===== config.mk =====
export PLATFORM = sky130hd
export DESIGN_NAME = psub_options
export DESIGN_NICKNAME = d
export VERILOG_FILES = /design/src/core/psub_pkg.sv /design/src/core/psub_delay_timer.sv /design/src/core/psub_options.sv
export VERILOG_INCLUDE_DIRS = /design/src /design/src/core
export SDC_FILE = /design/constraint.sdc
export NUM_CORES = 1
export LEC_CHECK = 0
export ABC_CLOCK_PERIOD_IN_PS = 3900
export BUFFER_PORTS_ARGS = -buffer_cell sky130_fd_sc_hd__buf_2
export CORE_UTILIZATION = 35
export DETAILED_ROUTE_END_ITERATION = 7
export GPL_ROUTABILITY_DRIVEN = 1
export GPL_TIMING_DRIVEN = 0
export MAX_ROUTING_LAYER = met4
export SLEW_MARGIN = 5
export SYNTH_ARGS = -nofsm -noshare
export SYNTH_HDL_FRONTEND = slang
export SYNTH_SLANG_ARGS = --single-unit
export TNS_END_PERCENT = 10

===== constraint.sdc =====
create_clock -name clk_sys -period 3.9 [get_ports clk_sys]
set_clock_uncertainty 0.1 [all_clocks]
set_input_delay 0 -clock clk_sys [delete_from_list [all_inputs] [get_ports clk_sys]]
set_output_delay 0 -clock clk_sys [all_outputs]
set_load 0.05 [all_outputs]

===== src/core/psub_defines.svh =====
`ifndef PSUB_DEFINES_SVH
`define PSUB_DEFINES_SVH

// Register port geometry
`define PSUB_ADDR_W               5
`define PSUB_DATA_W               8

// Register addresses
`define PSUB_ADDR_TYPE_B_OPTS     5'h02
`define PSUB_ADDR_TYPE_A_OPTS     5'h03
`define PSUB_ADDR_TMR_HIGH        5'h04
`define PSUB_ADDR_TMR_LOW         5'h05

// Reset values
`define PSUB_RST_TYPE_B_OPTS      8'h00
`define PSUB_RST_TYPE_A_OPTS      8'h00
`define PSUB_RST_TMR_HIGH         8'hc2
`define PSUB_RST_TMR_LOW          8'h00

// Writable bit masks, unused bits read as zero
`define PSUB_MASK_TYPE_B_OPTS     8'hfe
`define PSUB_MASK_TYPE_A_OPTS     8'hf8
`define PSUB_MASK_TMR_HIGH        8'hff
`define PSUB_MASK_TMR_LOW         8'hff

// Type B framing fields
`define PSUB_GUARD_CODE_HI        7
`define PSUB_GUARD_CODE_LO        5
`define PSUB_FRAME_END_LOW_SEL    4
`define PSUB_FRAME_START_HIGH_SEL 3
`define PSUB_FRAME_START_LOW_SEL  2
`define PSUB_GUARD_AFTER_LAST     1

// Type A rate and parity fields
`define PSUB_SEP_RATE_EN          7
`define PSUB_RATE_SEL_HI          6
`define PSUB_RATE_SEL_LO          5
`define PSUB_ALT_PARITY_TX        4
`define PSUB_ALT_PARITY_RX        3

// Delay timer fields
`define PSUB_START_SEL_HI         7
`define PSUB_START_SEL_LO         6
`define PSUB_COUNT_TOP_HI         5
`define PSUB_COUNT_TOP_LO         0
`define PSUB_COUNT_W              14
`define PSUB_COUNT_ZERO           14'h0000

// Frame phase lengths in elementary time units
`define PSUB_ETU_END_LOW_LONG     4'hb
`define PSUB_ETU_END_LOW_SHORT    4'ha
`define PSUB_ETU_START_HIGH_LONG  2'h3
`define PSUB_ETU_START_HIGH_SHORT 2'h2
`define PSUB_ETU_START_LOW_LONG   4'hb
`define PSUB_ETU_START_LOW_SHORT  4'ha

// Timing: system clock rate and delay step
`define PSUB_CLK_MHZ              25
`define PSUB_CLK_NS               (1000 / `PSUB_CLK_MHZ)
`define PSUB_DLY_TICK_NS          590

`endif


===== src/core/psub_pkg.sv =====
package psub_pkg;

    // Transmit bit rate codes
    typedef enum logic [1:0] {
        PSUB_RATE_106 = 2'h0,
        PSUB_RATE_212 = 2'h1,
        PSUB_RATE_424 = 2'h2,
        PSUB_RATE_848 = 2'h3
    } psub_rate_t;

    // Delay timer start event codes
    typedef enum logic [1:0] {
        PSUB_START_TX_BEGIN = 2'h0,
        PSUB_START_TX_END   = 2'h1,
        PSUB_START_RX_BEGIN = 2'h2,
        PSUB_START_RX_END   = 2'h3
    } psub_start_t;

    // Delay timer states
    typedef enum logic [1:0] {
        PSUB_TMR_IDLE = 2'b01,
        PSUB_TMR_RUN  = 2'b10
    } psub_tmr_state_t;

    // Frame start markers from the framers, one-cycle pulses
    typedef struct packed {
        logic tx_start_begin;
        logic tx_start_end;
        logic rx_start_begin;
        logic rx_start_end;
    } psub_frame_evt_t;

    // Decoded settings for the encoders, decoders and framer
    typedef struct packed {
        logic [2:0]  guard_time_code;
        logic        guard_after_last;
        logic [3:0]  frame_end_low_etu;
        logic [1:0]  frame_start_high_etu;
        logic [3:0]  frame_start_low_etu;
        psub_rate_t  tx_rate;
        logic        alt_parity_transmit;
        logic        alt_parity_receive;
        psub_start_t delay_start_sel;
        logic [13:0] delay_count;
        logic        delay_enabled;
    } psub_cfg_t;

endpackage


===== src/core/psub_delay_timer.sv =====
`timescale 1ns/1ns
`include "psub_defines.svh"

module psub_delay_timer
    import psub_pkg::*;
#(
    parameter logic [15:0] TICK_NS = 16'(`PSUB_DLY_TICK_NS)
) (
    // Clock and reset
    input  logic            clk_sys,
    input  logic            rst,
    // Settings
    input  logic            clear,
    input  psub_start_t     start_sel,
    input  logic [13:0]     length,
    // Start events
    input  psub_frame_evt_t events,
    // Results
    output logic            tx_start,
    output logic            busy
);

    localparam logic [15:0] CLK_NS = 16'(`PSUB_CLK_NS);

    psub_tmr_state_t state_reg;
    psub_tmr_state_t state_next;
    logic [13:0]     cnt_reg;
    logic [13:0]     cnt_next;
    logic [15:0]     acc_reg;
    logic [15:0]     acc_next;
    logic            pulse_reg;
    logic            pulse_next;
    logic            start_evt;

    // Pick the event chosen by the start selector
    always_comb begin
        case (start_sel)
            PSUB_START_TX_BEGIN: start_evt = events.tx_start_begin;
            PSUB_START_TX_END:   start_evt = events.tx_start_end;
            PSUB_START_RX_BEGIN: start_evt = events.rx_start_begin;
            PSUB_START_RX_END:   start_evt = events.rx_start_end;
            default:             start_evt = 1'b0;
        endcase
    end

    // Tick accumulator yields one step per tick period on average
    always_comb begin
        state_next = state_reg;
        cnt_next   = cnt_reg;
        acc_next   = acc_reg;
        pulse_next = 1'b0;
        case (state_reg)
            PSUB_TMR_IDLE: begin
                if (start_evt) begin
                    if (length == `PSUB_COUNT_ZERO) begin
                        pulse_next = 1'b1;
                    end else begin
                        state_next = PSUB_TMR_RUN;
                        cnt_next   = `PSUB_COUNT_ZERO;
                        acc_next   = 16'h0000;
                    end
                end
            end
            PSUB_TMR_RUN: begin
                if (acc_reg + CLK_NS >= TICK_NS) begin
                    acc_next = acc_reg + CLK_NS - TICK_NS;
                    if (cnt_reg + 14'h0001 >= length) begin
                        pulse_next = 1'b1;
                        state_next = PSUB_TMR_IDLE;
                        cnt_next   = `PSUB_COUNT_ZERO;
                    end else begin
                        cnt_next = cnt_reg + 14'h0001;
                    end
                end else begin
                    acc_next = acc_reg + CLK_NS;
                end
            end
            default: begin
                state_next = PSUB_TMR_IDLE;
            end
        endcase
        if (clear) begin
            state_next = PSUB_TMR_IDLE;
            cnt_next   = `PSUB_COUNT_ZERO;
            acc_next   = 16'h0000;
            pulse_next = 1'b0;
        end
    end

    // State registers
    always_ff @(posedge clk_sys) begin
        if (rst) begin
            state_reg <= PSUB_TMR_IDLE;
            cnt_reg   <= `PSUB_COUNT_ZERO;
            acc_reg   <= 16'h0000;
            pulse_reg <= 1'b0;
        end else begin
            state_reg <= state_next;
            cnt_reg   <= cnt_next;
            acc_reg   <= acc_next;
            pulse_reg <= pulse_next;
        end
    end

    assign tx_start = pulse_reg;
    assign busy     = (state_reg == PSUB_TMR_RUN);

endmodule


===== src/core/psub_options.sv =====
`timescale 1ns/1ns
`include "psub_defines.svh"

module psub_options
    import psub_pkg::*;
#(
    parameter logic [15:0] TICK_NS = 16'(`PSUB_DLY_TICK_NS)
) (
    // Clock and reset
    input  logic                    clk_sys,
    input  logic                    rst,
    // Enable pin, low holds settings at defaults
    input  logic                    en_pin,
    // Register port from the host interface logic
    input  logic [`PSUB_ADDR_W-1:0] reg_addr,
    input  logic [`PSUB_DATA_W-1:0] reg_wdata,
    input  logic                    reg_wr,
    input  logic                    reg_rd,
    output logic [`PSUB_DATA_W-1:0] reg_rdata,
    output logic                    reg_rvalid,
    // Protocol select write strobe and selection state
    input  logic                    proto_sel_wr,
    input  logic                    proto_high_rate_ab,
    input  psub_rate_t              rx_rate,
    // Settings to the framers and coders
    output psub_cfg_t               cfg,
    // Delayed transmission
    input  psub_frame_evt_t         frame_events,
    output logic                    delayed_tx_start,
    output logic                    delay_busy,
    // Type A high-rate transmit parity
    input  logic                    tx_par_req,
    input  logic [7:0]              tx_par_byte,
    input  logic                    tx_par_last,
    output logic                    tx_par_bit,
    output logic                    tx_par_valid,
    // Type A high-rate receive parity check
    input  logic                    rx_par_req,
    input  logic [7:0]              rx_par_byte,
    input  logic                    rx_par_rcvd,
    input  logic                    rx_par_last,
    output logic                    rx_par_err,
    output logic                    rx_par_valid
);

    // Expected parity: odd, except even on the last byte in alternate mode
    function automatic logic parity_of(input logic [7:0] data, input logic last,
                                       input logic alt);
        logic odd_bit;
        odd_bit = ~(^data);
        if (alt && last) begin
            parity_of = ~odd_bit;
        end else begin
            parity_of = odd_bit;
        end
    endfunction

    // Store a write through the writable bit mask
    function automatic logic [7:0] masked(input logic [7:0] data, input logic [7:0] mask);
        masked = data & mask;
    endfunction

    // Enable synchroniser
    logic            en_meta_reg;
    logic            en_sync_reg;

    // Settings registers
    logic [7:0]      type_b_tx_framing_options_reg;
    logic [7:0]      type_b_tx_framing_options_next;
    logic [7:0]      type_a_rate_parity_options_reg;
    logic [7:0]      type_a_rate_parity_options_next;
    logic [7:0]      delay_timer_high_control_reg;
    logic [7:0]      delay_timer_high_control_next;
    logic [7:0]      delay_timer_low_length_reg;
    logic [7:0]      delay_timer_low_length_next;

    // Read port
    logic [7:0]      rdata_reg;
    logic [7:0]      rdata_next;
    logic            rvalid_reg;
    logic            rvalid_next;

    // Decoded settings, parity
    psub_cfg_t       cfg_reg;
    psub_cfg_t       cfg_next;
    logic            tx_bit_reg;
    logic            tx_bit_next;
    logic            tx_valid_reg;
    logic            tx_valid_next;
    logic            rx_err_reg;
    logic            rx_err_next;
    logic            rx_valid_reg;
    logic            rx_valid_next;

    // Reload and delay length
    logic            defaults_all;
    logic            defaults_proto;
    logic [13:0]     delay_length;
    logic            timer_clear;

    // Enable pin synchroniser, first stage feeds only the second
    always_ff @(posedge clk_sys) begin
        if (rst) begin
            en_meta_reg <= 1'b0;
            en_sync_reg <= 1'b0;
        end else begin
            en_meta_reg <= en_pin;
            en_sync_reg <= en_meta_reg;
        end
    end

    assign defaults_all   = ~en_sync_reg;
    assign defaults_proto = defaults_all | proto_sel_wr;

    // Register writes; default reload wins over a host write
    always_comb begin
        type_b_tx_framing_options_next  = type_b_tx_framing_options_reg;
        type_a_rate_parity_options_next = type_a_rate_parity_options_reg;
        delay_timer_high_control_next   = delay_timer_high_control_reg;
        delay_timer_low_length_next     = delay_timer_low_length_reg;
        if (reg_wr) begin
            case (reg_addr)
                `PSUB_ADDR_TYPE_B_OPTS: begin
                    type_b_tx_framing_options_next =
                        masked(reg_wdata, `PSUB_MASK_TYPE_B_OPTS);
                end
                `PSUB_ADDR_TYPE_A_OPTS: begin
                    type_a_rate_parity_options_next =
                        masked(reg_wdata, `PSUB_MASK_TYPE_A_OPTS);
                end
                `PSUB_ADDR_TMR_HIGH: begin
                    delay_timer_high_control_next =
                        masked(reg_wdata, `PSUB_MASK_TMR_HIGH);
                end
                `PSUB_ADDR_TMR_LOW: begin
                    delay_timer_low_length_next =
                        masked(reg_wdata, `PSUB_MASK_TMR_LOW);
                end
                default: begin
                end
            endcase
        end
        if (defaults_all) begin
            type_b_tx_framing_options_next = `PSUB_RST_TYPE_B_OPTS;
        end
        if (defaults_proto) begin
            type_a_rate_parity_options_next = `PSUB_RST_TYPE_A_OPTS;
            delay_timer_high_control_next   = `PSUB_RST_TMR_HIGH;
            delay_timer_low_length_next     = `PSUB_RST_TMR_LOW;
        end
    end

    // Settings registers
    always_ff @(posedge clk_sys) begin
        if (rst) begin
            type_b_tx_framing_options_reg  <= `PSUB_RST_TYPE_B_OPTS;
            type_a_rate_parity_options_reg <= `PSUB_RST_TYPE_A_OPTS;
            delay_timer_high_control_reg   <= `PSUB_RST_TMR_HIGH;
            delay_timer_low_length_reg     <= `PSUB_RST_TMR_LOW;
        end else begin
            type_b_tx_framing_options_reg  <= type_b_tx_framing_options_next;
            type_a_rate_parity_options_reg <= type_a_rate_parity_options_next;
            delay_timer_high_control_reg   <= delay_timer_high_control_next;
            delay_timer_low_length_reg     <= delay_timer_low_length_next;
        end
    end

    // Read back, answered one cycle after the strobe
    always_comb begin
        rdata_next  = rdata_reg;
        rvalid_next = reg_rd;
        if (reg_rd) begin
            case (reg_addr)
                `PSUB_ADDR_TYPE_B_OPTS: rdata_next = type_b_tx_framing_options_reg;
                `PSUB_ADDR_TYPE_A_OPTS: rdata_next = type_a_rate_parity_options_reg;
                `PSUB_ADDR_TMR_HIGH:    rdata_next = delay_timer_high_control_reg;
                `PSUB_ADDR_TMR_LOW:     rdata_next = delay_timer_low_length_reg;
                default:                rdata_next = 8'h00;
            endcase
        end
    end

    // Read data registers
    always_ff @(posedge clk_sys) begin
        if (rst) begin
            rdata_reg  <= 8'h00;
            rvalid_reg <= 1'b0;
        end else begin
            rdata_reg  <= rdata_next;
            rvalid_reg <= rvalid_next;
        end
    end

    // Delay length, upper six bits from the high register
    assign delay_length = {delay_timer_high_control_reg[`PSUB_COUNT_TOP_HI:`PSUB_COUNT_TOP_LO],
                           delay_timer_low_length_reg};

    // Decode the settings for the consumers
    always_comb begin
        cfg_next.guard_time_code =
            type_b_tx_framing_options_reg[`PSUB_GUARD_CODE_HI:`PSUB_GUARD_CODE_LO];
        cfg_next.guard_after_last =
            type_b_tx_framing_options_reg[`PSUB_GUARD_AFTER_LAST];
        cfg_next.frame_end_low_etu =
            type_b_tx_framing_options_reg[`PSUB_FRAME_END_LOW_SEL] ?
            `PSUB_ETU_END_LOW_LONG : `PSUB_ETU_END_LOW_SHORT;
        cfg_next.frame_start_high_etu =
            type_b_tx_framing_options_reg[`PSUB_FRAME_START_HIGH_SEL] ?
            `PSUB_ETU_START_HIGH_LONG : `PSUB_ETU_START_HIGH_SHORT;
        cfg_next.frame_start_low_etu =
            type_b_tx_framing_options_reg[`PSUB_FRAME_START_LOW_SEL] ?
            `PSUB_ETU_START_LOW_LONG : `PSUB_ETU_START_LOW_SHORT;
        if (type_a_rate_parity_options_reg[`PSUB_SEP_RATE_EN] && proto_high_rate_ab) begin
            cfg_next.tx_rate = psub_rate_t'(type_a_rate_parity_options_reg[
                `PSUB_RATE_SEL_HI:`PSUB_RATE_SEL_LO]);
        end else begin
            cfg_next.tx_rate = rx_rate;
        end
        cfg_next.alt_parity_transmit =
            type_a_rate_parity_options_reg[`PSUB_ALT_PARITY_TX];
        cfg_next.alt_parity_receive =
            type_a_rate_parity_options_reg[`PSUB_ALT_PARITY_RX];
        cfg_next.delay_start_sel = psub_start_t'(delay_timer_high_control_reg[
            `PSUB_START_SEL_HI:`PSUB_START_SEL_LO]);
        cfg_next.delay_count   = delay_length;
        cfg_next.delay_enabled = (delay_length != `PSUB_COUNT_ZERO);
    end

    // Parity generation and checking
    always_comb begin
        tx_valid_next = tx_par_req;
        tx_bit_next   = tx_bit_reg;
        rx_valid_next = rx_par_req;
        rx_err_next   = 1'b0;
        if (tx_par_req) begin
            tx_bit_next = parity_of(tx_par_byte, tx_par_last,
                                    cfg_reg.alt_parity_transmit);
        end
        if (rx_par_req) begin
            rx_err_next = rx_par_rcvd != parity_of(rx_par_byte, rx_par_last,
                                                   cfg_reg.alt_parity_receive);
        end
    end

    // Decoded settings and parity registers
    always_ff @(posedge clk_sys) begin
        if (rst) begin
            cfg_reg      <= '0;
            tx_bit_reg   <= 1'b0;
            tx_valid_reg <= 1'b0;
            rx_err_reg   <= 1'b0;
            rx_valid_reg <= 1'b0;
        end else begin
            cfg_reg      <= cfg_next;
            tx_bit_reg   <= tx_bit_next;
            tx_valid_reg <= tx_valid_next;
            rx_err_reg   <= rx_err_next;
            rx_valid_reg <= rx_valid_next;
        end
    end

    // A running delay is abandoned when its settings are reloaded
    assign timer_clear = defaults_proto;

    // Delayed transmission timer
    psub_delay_timer #(
        .TICK_NS   (TICK_NS)
    ) u_delay_timer (
        .clk_sys   (clk_sys),
        .rst       (rst),
        .clear     (timer_clear),
        .start_sel (cfg_reg.delay_start_sel),
        .length    (cfg_reg.delay_count),
        .events    (frame_events),
        .tx_start  (delayed_tx_start),
        .busy      (delay_busy)
    );

    // Outputs
    assign reg_rdata    = rdata_reg;
    assign reg_rvalid   = rvalid_reg;
    assign cfg          = cfg_reg;
    assign tx_par_bit   = tx_bit_reg;
    assign tx_par_valid = tx_valid_reg;
    assign rx_par_err   = rx_err_reg;
    assign rx_par_valid = rx_valid_reg;

endmodule


==> impl_metrics.tcl, run 1 <==
set metrics [dict create \
    outcome "finished, final reports clean" \
    final-hold-violation-count 0 \
    cp_cell_sequence "ha_1 -> nand3_1 -> nor2_1 -> nand3_1 -> nor2_1 -> xor2_1 -> ha_1 -> nor2b_1 -> o21ai_0 -> a21oi_1 -> a211o_1 -> or4_1 -> buf_2 -> buf_6 -> nor3b_2 -> a21o_1" \
    die_h_um 124 \
    setup_viol 0 \
    switching_share_pct 23.3 \
    cellPowerDensity_nw_per_um2 343 \
    power_frac_clock_pct 43.2 \
    ys.flop_type "dfxtp_1" \
    post-place-ws_ns 0.196 \
    ir_worst_vdd_mv 0.213 \
    p_leak_nw 2.61 \
    tns_ns 0 \
    cts_buffers 9 \
    cts_tree "built" \
    fmax_mhz 272 \
    avgRoutedWirePerCell_um 14.2 \
    seqPwrFrac_pct 48.3 \
    fin_ws_ns 0.223 \
    drc 0 \
    die_x_um 124 \
    crit_required_ns 4.10 \
    pin_count 97 \
    tightestPinTransition_ns 0.808 \
    grt_use_total_pct 18.1 \
    period_share_pct 94.3 \
    fin_util_pct 44.5 \
    clk_pin_slew_ns 0.07 \
    dr.pass1.iters 4 \
    gr-total-overflow 0 \
    area_growth_syn_to_layout_pct 23.9 \
    insertion_delay_ns 0.36 \
    avgSynthCellArea_um2 8.26 \
    p_total_mw 2.23 \
    synth_cell_types 64 \
    cts_setup_buffers 0 \
    grt_pass1_wl_um 21500 \
    core_region_area_um2 14600 \
    synth-seq-cells 104 \
    dpl_cell_area_um2 5940 \
    io_buffers 93 \
    route.vias.total 4663 \
    slowest_stage "or4_1" \
    cts.sinks 104 \
    synth_enable_flop_cells 0 \
    async_flop_share_pct 0 \
    crit_path_end_kind "flop" \
    slowest_delay_ns 0.41 \
    initial_utilization_pct 35.9 \
    fill_cells 1454 \
    avgViaCountPerCell 4.90 \
    die_area_um2 15500 \
    finalWirelength_um 13500 \
    holdWs_ns 0.0280 \
    cp_data_arrival_time_ns 3.88 \
    grt_max_degree 17 \
    hold_path.class "in2reg" \
    switchingPower_uw 520 \
    h-tree-depth 3 \
    slew_headroom_pct 45.8 \
    cp-start-kind "flop" \
    syn_inst 634 \
    dp.cells 912 \
    row_count 44 \
    clock_path_buffers 2 \
    grt_antenna_before_repair 0 \
    drv_cap 0 \
    crit_fanout 10 \
    fin_area_um2 6490 \
    grt_setup_unrepaired "no" \
    min_period_ns 3.68 \
    ant_nets 0 \
    n_antenna_cell 0 \
    syn_area_um2 5240 \
    final_cells 951 \
    root_buffer "clkbuf_16" \
    grt_pass1_vias 4286 \
    combPwrFrac_pct 8.5 \
    timing_max_transition_violations_final 0 \
    drive_gt1_share_pct 18.3 \
    final_nets 830 \
    yosysSeqAreaShare_pct 39.7 \
    yosys_warnings 0 \
    place.gp.congestion 0.915 \
    hpwl_um 10100 \
    drt-initial-drc-count 190 \
    largest_reg_flops 29 \
    path_class "reg2reg" \
    intPower_mw 1.71 \
]
power groups by stage:
stage,logic (mW),registers (mW),clock network (mW)
2_1_floorplan,0.0846,1.13,0
3_3_place_gp,0.171,1.10,0
3_5_place_dp,0.172,1.10,0
4_1_cts,0.188,1.08,0.984
5_1_grt,0.202,1.08,1.03
6_report,0.188,1.08,0.963
cell type report:
cell class                 instances  area, um^2  area share, %
buffer                            33         178           2.74
sequential                       104        2080           32.1
clock buffer                      10         229           3.53
clock inverter                     5        82.6           1.27
inverter                          31         116           1.79
timing repair buffer             117         706           10.9
tap                              184         230           3.55
multi-input combinational        467        2870           44.2
placed cells by master (no fill, tap or decap), types with 17 or more instances in the layout:
cell	synthesis	routed
dfxtp_1	104	103
xnor2_1	33	33
a21oi_1	59	59
dlygate4sd3_1	0	24
ha_1	20	20
o21ai_0	17	17
clkbuf_1	17	18
inv_1	30	30
nor2b_1	34	34
buf_2	3	96
nand2_1	92	92
nor2_1	37	37
nand3_1	38	38
per-layer routing:
metal	GRT usage, %	wire length (um)	up-vias
met5	-	0	-
met4	6.87	271	0
met3	3.31	563	19
met2	28.8	6350	124
met1	22.8	6330	2097
li1	-	-	2423
synthesized netlist by cell type (2+ instances only):
cell type  instances  area [um^2]
nand2_1           92          345
mux2i_1            4         40.0
a22o_1             2         17.5
a21o_1             8         60.1
clkbuf_1          17         63.8
buf_4              7         52.6
and3_1             5         31.3
xnor2_1           33          289
a211oi_1           2         15.0
nor2_1            37          139
nand3_1           38          190
nor4_2             2         25.0
dfxtp_1          104         2080
a22oi_1           12         90.1
nand4_1            4         25.0
or4_1              3         22.5
ha_1              20          250
nor3b_2            2         25.0
and2_1             6         37.5
or3_1              9         56.3
or2_2              3         18.8
a21oi_1           59          295
nor4_1             5         31.3
buf_6              3         33.8
nor4b_1            3         26.3
buf_1              2         7.51
o21ai_1            2         10.0
nor3_1             6         30.0
a2111oi_0          2         17.5
o22ai_1            3         18.8
a31oi_1            3         18.8
xor2_1            12          105
inv_1             30          113
o21a_1             2         15.0
o21ai_0           17         85.1
nand2b_1          10         62.6
nor2b_1           34          213
buf_2              3         15.0
a211o_1            3         26.3
kinds of logic (layout without fill, tap and decap cells):
group	count (synthesis)	in the layout	share of synthesized area [%]
compound gates	127	127	15.2
xor+xnor	45	45	7.52
fa+ha+maj	20	20	4.78
buf+inv	64	196	5.61
flops	104	104	39.7
mux	6	6	1.41
other cells	1	2	0.0716
simple gates	267	267	25.7
timing repair:
item,in CTS,in global routing
hold endpoints to repair,45,0
hold buffers,24,0
gates resized for setup,0,1
endpoints found under the setup margin,0,4
final timing paths:
check                      startpoint                        to  slack, ns  depth (start not counted)
min reg2reg               en_meta_reg               en_sync_reg       0.34                          1
max          u_delay_timer.cnt_reg[1]  u_delay_timer.cnt_reg[2]       0.22                         16
max reg2reg  u_delay_timer.cnt_reg[1]  u_delay_timer.cnt_reg[2]       0.22                         16
min                       tx_par_last                tx_par_bit       0.03                          5
critical path: cells and delay by family, from the launching register on:
family,cells,cell delay (ns)
compound gates,4,0.65
xor+xnor,1,0.25
fa+ha+maj,2,0.53
buf+inv,2,0.34
flops,1,0.38
simple gates,7,1.35
(Power assumes the default switching activity.)
==> inputs of run 2 (changes only) <==
Settings changed: CELL_PAD_IN_SITES_DETAIL_PLACEMENT set to 1, CELL_PAD_IN_SITES_GLOBAL_PLACEMENT set to 2, CORE_UTILIZATION 35 to 33, PLACE_DENSITY_LB_ADDON set to 0.1.
==> run 2 against run 1 <==
  * Non-clock buffer count decreased by 2
  * Largest cell class unchanged
  * Highest routed layer unchanged
  * Via count increased by 3.8%
  * Final area is 0.52% higher
==> impl_metrics.tcl, run 2 (synthesized netlist as in run 1, its figures left out) <==
set metrics [dict create \
    n_antenna_cell 0 \
    slowest_stage "or4_1" \
    layout_commonest_cell "dfxtp_1" \
    top_layer_used "met4" \
    drive_gt1_share_pct 19.2 \
    timing_max_transition_violations_final 0 \
    hold_path.class "in2reg" \
    cellPowerDensity_nw_per_um2 339 \
    wl_met2_um 7800 \
    crit_path_end_kind "flop" \
    slew_headroom_pct 38.4 \
    avgViaCountPerCell 4.95 \
    die_h_um 128 \
    tightestPinTransition_ns 0.917 \
    ant_nets 0 \
    grt_max_degree 19 \
    setup_viol 0 \
    p_total_mw 2.21 \
    combPwrFrac_pct 8.6 \
    switching_share_pct 25.2 \
    die_x_um 128 \
    crit_fanout 10 \
    mostFrequentLayoutCells "dfxtp_1, buf_2, nand2_1, a21oi_1, nand3_1" \
    final_nets 828 \
    drv_cap 0 \
    path_buf_inv 2 \
    fmax_mhz 271 \
    dr.pass1.iters 4 \
    cp-start-kind "flop" \
    switchingPower_uw 557 \
    place.gp.congestion 0.818 \
    crit_required_ns 4.10 \
    path_class "reg2reg" \
    period_share_pct 94.7 \
    cp_cell_sequence "ha_2 -> nand3_1 -> nor2_1 -> nand3_2 -> nor2_2 -> xor2_2 -> ha_1 -> nor2b_1 -> o21ai_0 -> a21oi_1 -> a211o_1 -> or4_1 -> buf_2 -> buf_6 -> nor4_2 -> a21o_1" \
    min_period_ns 3.69 \
    drc 0 \
    fin_util_pct 42.5 \
    intPower_mw 1.66 \
    finalWirelength_um 15400 \
    p_leak_nw 2.61 \
    path_delay_family "simple AND/OR/NAND/NOR gates" \
    io_buffers 93 \
    grt_antenna_before_repair 0 \
    clk_pin_slew_ns 0.07 \
    cts_setup_buffers 0 \
    h-tree-depth 3 \
    cts_buffers 9 \
    route.vias.total 4841 \
    grt_pass1_wl_um 25200 \
    outcome "finished, final reports clean" \
    final-hold-violation-count 0 \
    avgRoutedWirePerCell_um 15.8 \
    initial_utilization_pct 34.1 \
    clock_path_buffers 2 \
    hpwl_um 11800 \
    insertion_delay_ns 0.36 \
    row_count 45 \
    grt_use_total_pct 20.4 \
    area_growth_syn_to_layout_pct 24.6 \
    seqPwrFrac_pct 48.6 \
    cp_data_arrival_time_ns 3.89 \
    ir_worst_vdd_mv 0.198 \
    drt-initial-drc-count 210 \
    root_buffer "clkbuf_16" \
    die_area_um2 16400 \
    power_frac_clock_pct 42.8 \
    wl_met3_um 311 \
    largest_reg_flops 29 \
    cts_tree "built" \
    pin_count 97 \
    cts.sinks 104 \
    drt-met1-wl_um 6930 \
    gr-total-overflow 0 \
    slowest_delay_ns 0.40 \
    grt_pass1_vias 5040 \
    core_region_area_um2 15400 \
]
-- run 2: changes by cell type in the layout (fill, tap and decap cells not counted), sizes merged --
cell / delta
dlygate4sd3: -2
bufinv: -1
clkinvlp: -2
clkinv: +1
inv: +3
-- run 2: worst register-to-register path, delay by kind of cell (launching register included) --
family | cells | cell delay (ns)
AO/OA/AOI/OAI | 4 | 0.70
XOR/XNOR | 1 | 0.20
adder cells (fa/ha/maj) | 2 | 0.53
buffers and inverters | 2 | 0.33
flip-flops | 1 | 0.39
AND/OR/NAND/NOR | 7 | 1.38
-- run 2: layout make-up --
| cell class | count | area, um^2 |
|---|---|---|
| plain buffers | 33 | 178 |
| clock buffers | 10 | 229 |
| clock inverters | 6 | 75.1 |
| fillers | 1888 | 8850 |
| inverters | 31 | 116 |
| multi-input cells | 467 | 2890 |
| flip-flops and latches | 104 | 2080 |
| well taps | 211 | 264 |
| repair buffers | 115 | 686 |
-- run 2: metal layers --
layer,global-route usage (%),up-vias
met2,35.1,62
met4,7.89,0
met1,24.1,2354
met5,-,-
met3,2.92,19
li1,-,2406
-- run 2: final timing paths --
path                                                from                       end  slack (ns)  depth (start not counted)
worst max-delay path            u_delay_timer.cnt_reg[1]  u_delay_timer.cnt_reg[5]        0.21                         16
worst min-delay path                         tx_par_last                tx_par_bit        0.09                          5
worst max register to register  u_delay_timer.cnt_reg[1]  u_delay_timer.cnt_reg[5]        0.21                         16
worst min register to register               en_meta_reg               en_sync_reg        0.34                          1
-- run 2: metrics by stage --
stage | setup TNS [ns] | worst slack [ns] | std cells | cell area (um^2) | hold WS (ns)
4_1_cts | 0 | 0.0542 | 977 | 6500 | 0.0812
5_1_grt | -0.00194 | -0.00194 | 977 | 6530 | 0.119
2_1_floorplan | 0 | 0.682 | 635 | 5240 | -0.0284
6_report | 0 | 0.208 | 977 | 6530 | 0.0861
3_5_place_dp | 0 | 0.0950 | 939 | 5970 | 0.125
3_3_place_gp | 0 | 0.168 | 939 | 5970 | 0.111
-- run 2: what timing repair did --
action,in CTS,in global routing
gates resized for setup,0,7
endpoints found under the hold margin,43,0
setup endpoints to repair,0,10
hold buffers,22,0
-- run 2: power groups by stage --
stage,Combinational (mW),Clock (mW),Sequential (mW)
after floorplan,0.0846,0,1.13
after global placement,0.172,0,1.10
after detailed placement,0.176,0,1.10
after CTS,0.192,0.977,1.08
after global routing,0.205,1.01,1.08
final,0.190,0.948,1.07
==> inputs of run 3 (changes only) <==
Settings changed: ABC_AREA set to 1, CORE_UTILIZATION 33 to 31.
==> run 3 against run 2 <==
  * Die area is 8.0% higher
  * Final area is 1.6% higher
  * Area after synthesis is 1.6% higher
  * Combinational power is 12% higher
  * Critical path depth stayed put
  * Sequential power hardly changed
  * Worst hold slack worse by 0.053 ns
  * Final cell count is 11% higher
  * Power is 1.1% higher
  * Global-route usage is 0.40 points higher
  * Maximum frequency is 7.4% higher
  * Non-clock buffer count is 5 lower
  * Critical path type unchanged
  * Critical endpoint is now u_delay_timer.cnt_reg[13]
==> impl_metrics.tcl, run 3 <==
set metrics [dict create \
    insertion_delay_ns 0.36 \
    cts.sinks 104 \
    yosysSeqAreaShare_pct 39.1 \
    fmax_mhz 291 \
    final_nets 930 \
    pin_count 97 \
    slew_headroom_pct 54.4 \
    cp_data_arrival_time_ns 3.61 \
    setup_viol 0 \
    hold_path.class "in2reg" \
    grt_use_met3_pct 4.14 \
    finalWirelength_um 17000 \
    route.vias.total 5238 \
    layout_commonest_cell "nand2_1" \
    grt_use_total_pct 20.8 \
    place.gp.congestion 0.822 \
    die_x_um 133 \
    die_area_um2 17700 \
    avgRoutedWirePerCell_um 15.6 \
    core_region_area_um2 16600 \
    grt_setup_unrepaired "no" \
    root_buffer "clkbuf_16" \
    avgSynthCellArea_um2 7.27 \
    worstSetupStartpoint "u_delay_timer.cnt_reg[0]" \
    cts_buffers 9 \
    clock_path_buffers 2 \
    crit_fanout 10 \
    gr-usage-met2_pct 36.9 \
    crit_path_end_kind "flop" \
    async_flop_share_pct 0 \
    largest_reg_flops 29 \
    path_class "reg2reg" \
    cellPowerDensity_nw_per_um2 337 \
    cts_setup_buffers 0 \
    io_buffers 94 \
    tns_ns 0 \
    ant_nets 0 \
    yosys_warnings 0 \
    period_share_pct 88.1 \
    r2r-start "u_delay_timer.cnt_reg[0]" \
    worstHoldPathCells 4 \
    n_antenna_cell 0 \
    drt-initial-drc-count 183 \
    clk_pin_slew_ns 0.07 \
    drc 0 \
    synth_top_area_share_pct 39.1 \
    gr-total-overflow 0 \
    min_period_ns 3.44 \
    drive_gt1_share_pct 18.8 \
    fin_area_um2 6630 \
    yosys-top-cells-area "dfxtp_1, nand2_1, inv_1, a21oi_1, nor2_1" \
    h-tree-depth 3 \
    met1_usage_pct 24.0 \
    yosysMostFrequentCell "nand2_1" \
    initial_utilization_pct 32.0 \
    outcome "finished, final reports clean" \
    cp-start-kind "flop" \
    hpwl_um 13100 \
    synth-seq-cells 104 \
    mostFrequentLayoutCells "nand2_1, dfxtp_1, inv_1, buf_2, nor2_1" \
    drv_cap 0 \
    crit_required_ns 4.08 \
    ir_worst_vdd_mv 0.333 \
    grt_max_degree 19 \
    dpl_cell_area_um2 6070 \
    ff2ff_path_depth 16 \
    area_growth_syn_to_layout_pct 24.6 \
    dr.pass1.iters 4 \
    row_count 47 \
    avgViaCountPerCell 4.82 \
    min-delay-start "reg_wr" \
    p_leak_nw 2.88 \
    die_h_um 133 \
    timing_max_transition_violations_final 0 \
    synth_enable_flop_cells 0 \
    tightestPinTransition_ns 0.684 \
    syn_area_um2 5320 \
    yosys.area.top_type "dfxtp_1" \
    grt_pass1_vias 5572 \
    cts_tree "built" \
    final-hold-violation-count 0 \
    fill_cells 2129 \
    grt_pass1_wl_um 28100 \
    synth_commonest_cells "nand2_1, dfxtp_1, inv_1" \
    synth_cell_types 35 \
    syn_inst 732 \
    grt_busiest_layer "met2" \
    grt_antenna_before_repair 0 \
    ys.flop_type "dfxtp_1" \
]
run 3: changes by cell type after synthesis, sizes merged, moves of 13 or more:
| cell | change |
|---|---|
| nor2 | +51 |
| inv | +71 |
| nand2 | +45 |
| a22oi | -13 |
| nor2b | -34 |
| xnor2 | -20 |
| o21ai | +35 |
| nand4 | +23 |
run 3: critical path, stage by stage (launching register included):
cell	delay, ns
dfxtp_1	0.41
ha_1	0.21
nand2_1	0.07
nor2_1	0.17
nand3_1	0.17
nor3_2	0.24
nand4_1	0.15
xnor2_1	0.25
ha_1	0.27
nand2_1	0.10
nor2_1	0.07
a21oi_1	0.23
nand4_1	0.18
inv_1	0.18
clkbuf_2	0.26
nand4_1	0.15
a21oi_2	0.14
run 3: power by group:
| part | switching (mW) | internal [mW] | leakage (nW) | total (mW) |
|---|---|---|---|---|
| sequential | 0.00476 | 1.07 | 0.842 | 1.08 |
| combinational | 0.133 | 0.0790 | 1.89 | 0.212 |
| clock | 0.440 | 0.508 | 0.150 | 0.948 |
| total | 0.578 | 1.66 | 2.88 | 2.24 |
run 3: routing by layer:
metal	vias to the layer above	part of all wire, %
met5	-	0
met1	2496	45
li1	2629	-
met2	94	50
met3	19	3.1
met4	0	1.6
run 3: logic make-up after synthesis:
kind of cell	after synthesis	share of synthesized area, %
AND/OR/NAND/NOR	306	26.7
AO/OA/AOI/OAI	141	14.3
buffers and inverters	128	9.78
flip-flops	104	39.1
XOR/XNOR	32	5.27
adder cells (fa/ha/maj)	20	4.70
other	1	0.0705
run 3: area by class of cell:
cell class | instances | area, um^2 | share of cell area (%)
tap | 220 | 275 | 4.15
multi-input combinational | 501 | 2730 | 41.2
clock inverter | 6 | 75.1 | 1.13
clock buffer | 9 | 225 | 3.40
sequential | 104 | 2080 | 31.4
inverter | 104 | 390 | 5.89
buffer | 24 | 131 | 1.98
timing repair buffer | 119 | 721 | 10.9
run 3: worst paths after layout:
kind	to	slack, ns
worst max-delay path	u_delay_timer.cnt_reg[13]	0.46
worst min-delay path	type_b_tx_framing_options_reg[7]	0.03
worst max register to register	u_delay_timer.cnt_reg[13]	0.46
worst min register to register	en_sync_reg	0.32
run 3: through the flow:
stage | utilization [%] | setup WS (ns) | std cells | total power, mW | hold WS [ns]
finish | 39.8 | 0.464 | 1087 | 2.24 | 0.0335
global route | 39.8 | 0.0788 | 1087 | 2.32 | 0.0446
CTS | 39.7 | 0.109 | 1086 | 2.27 | 0.000459
detailed placement | 36.5 | 0.153 | 1047 | 1.29 | 0.114
global placement | 36.5 | 0.248 | 1047 | 1.29 | 0.0983
floorplan | - | 0.900 | 733 | 1.22 | -0.0206
run 3: timing repair:
action,in CTS,in global routing
endpoints found under the hold margin,45,1
endpoints found under the setup margin,0,10
hold buffers,24,1
resized for setup,0,4
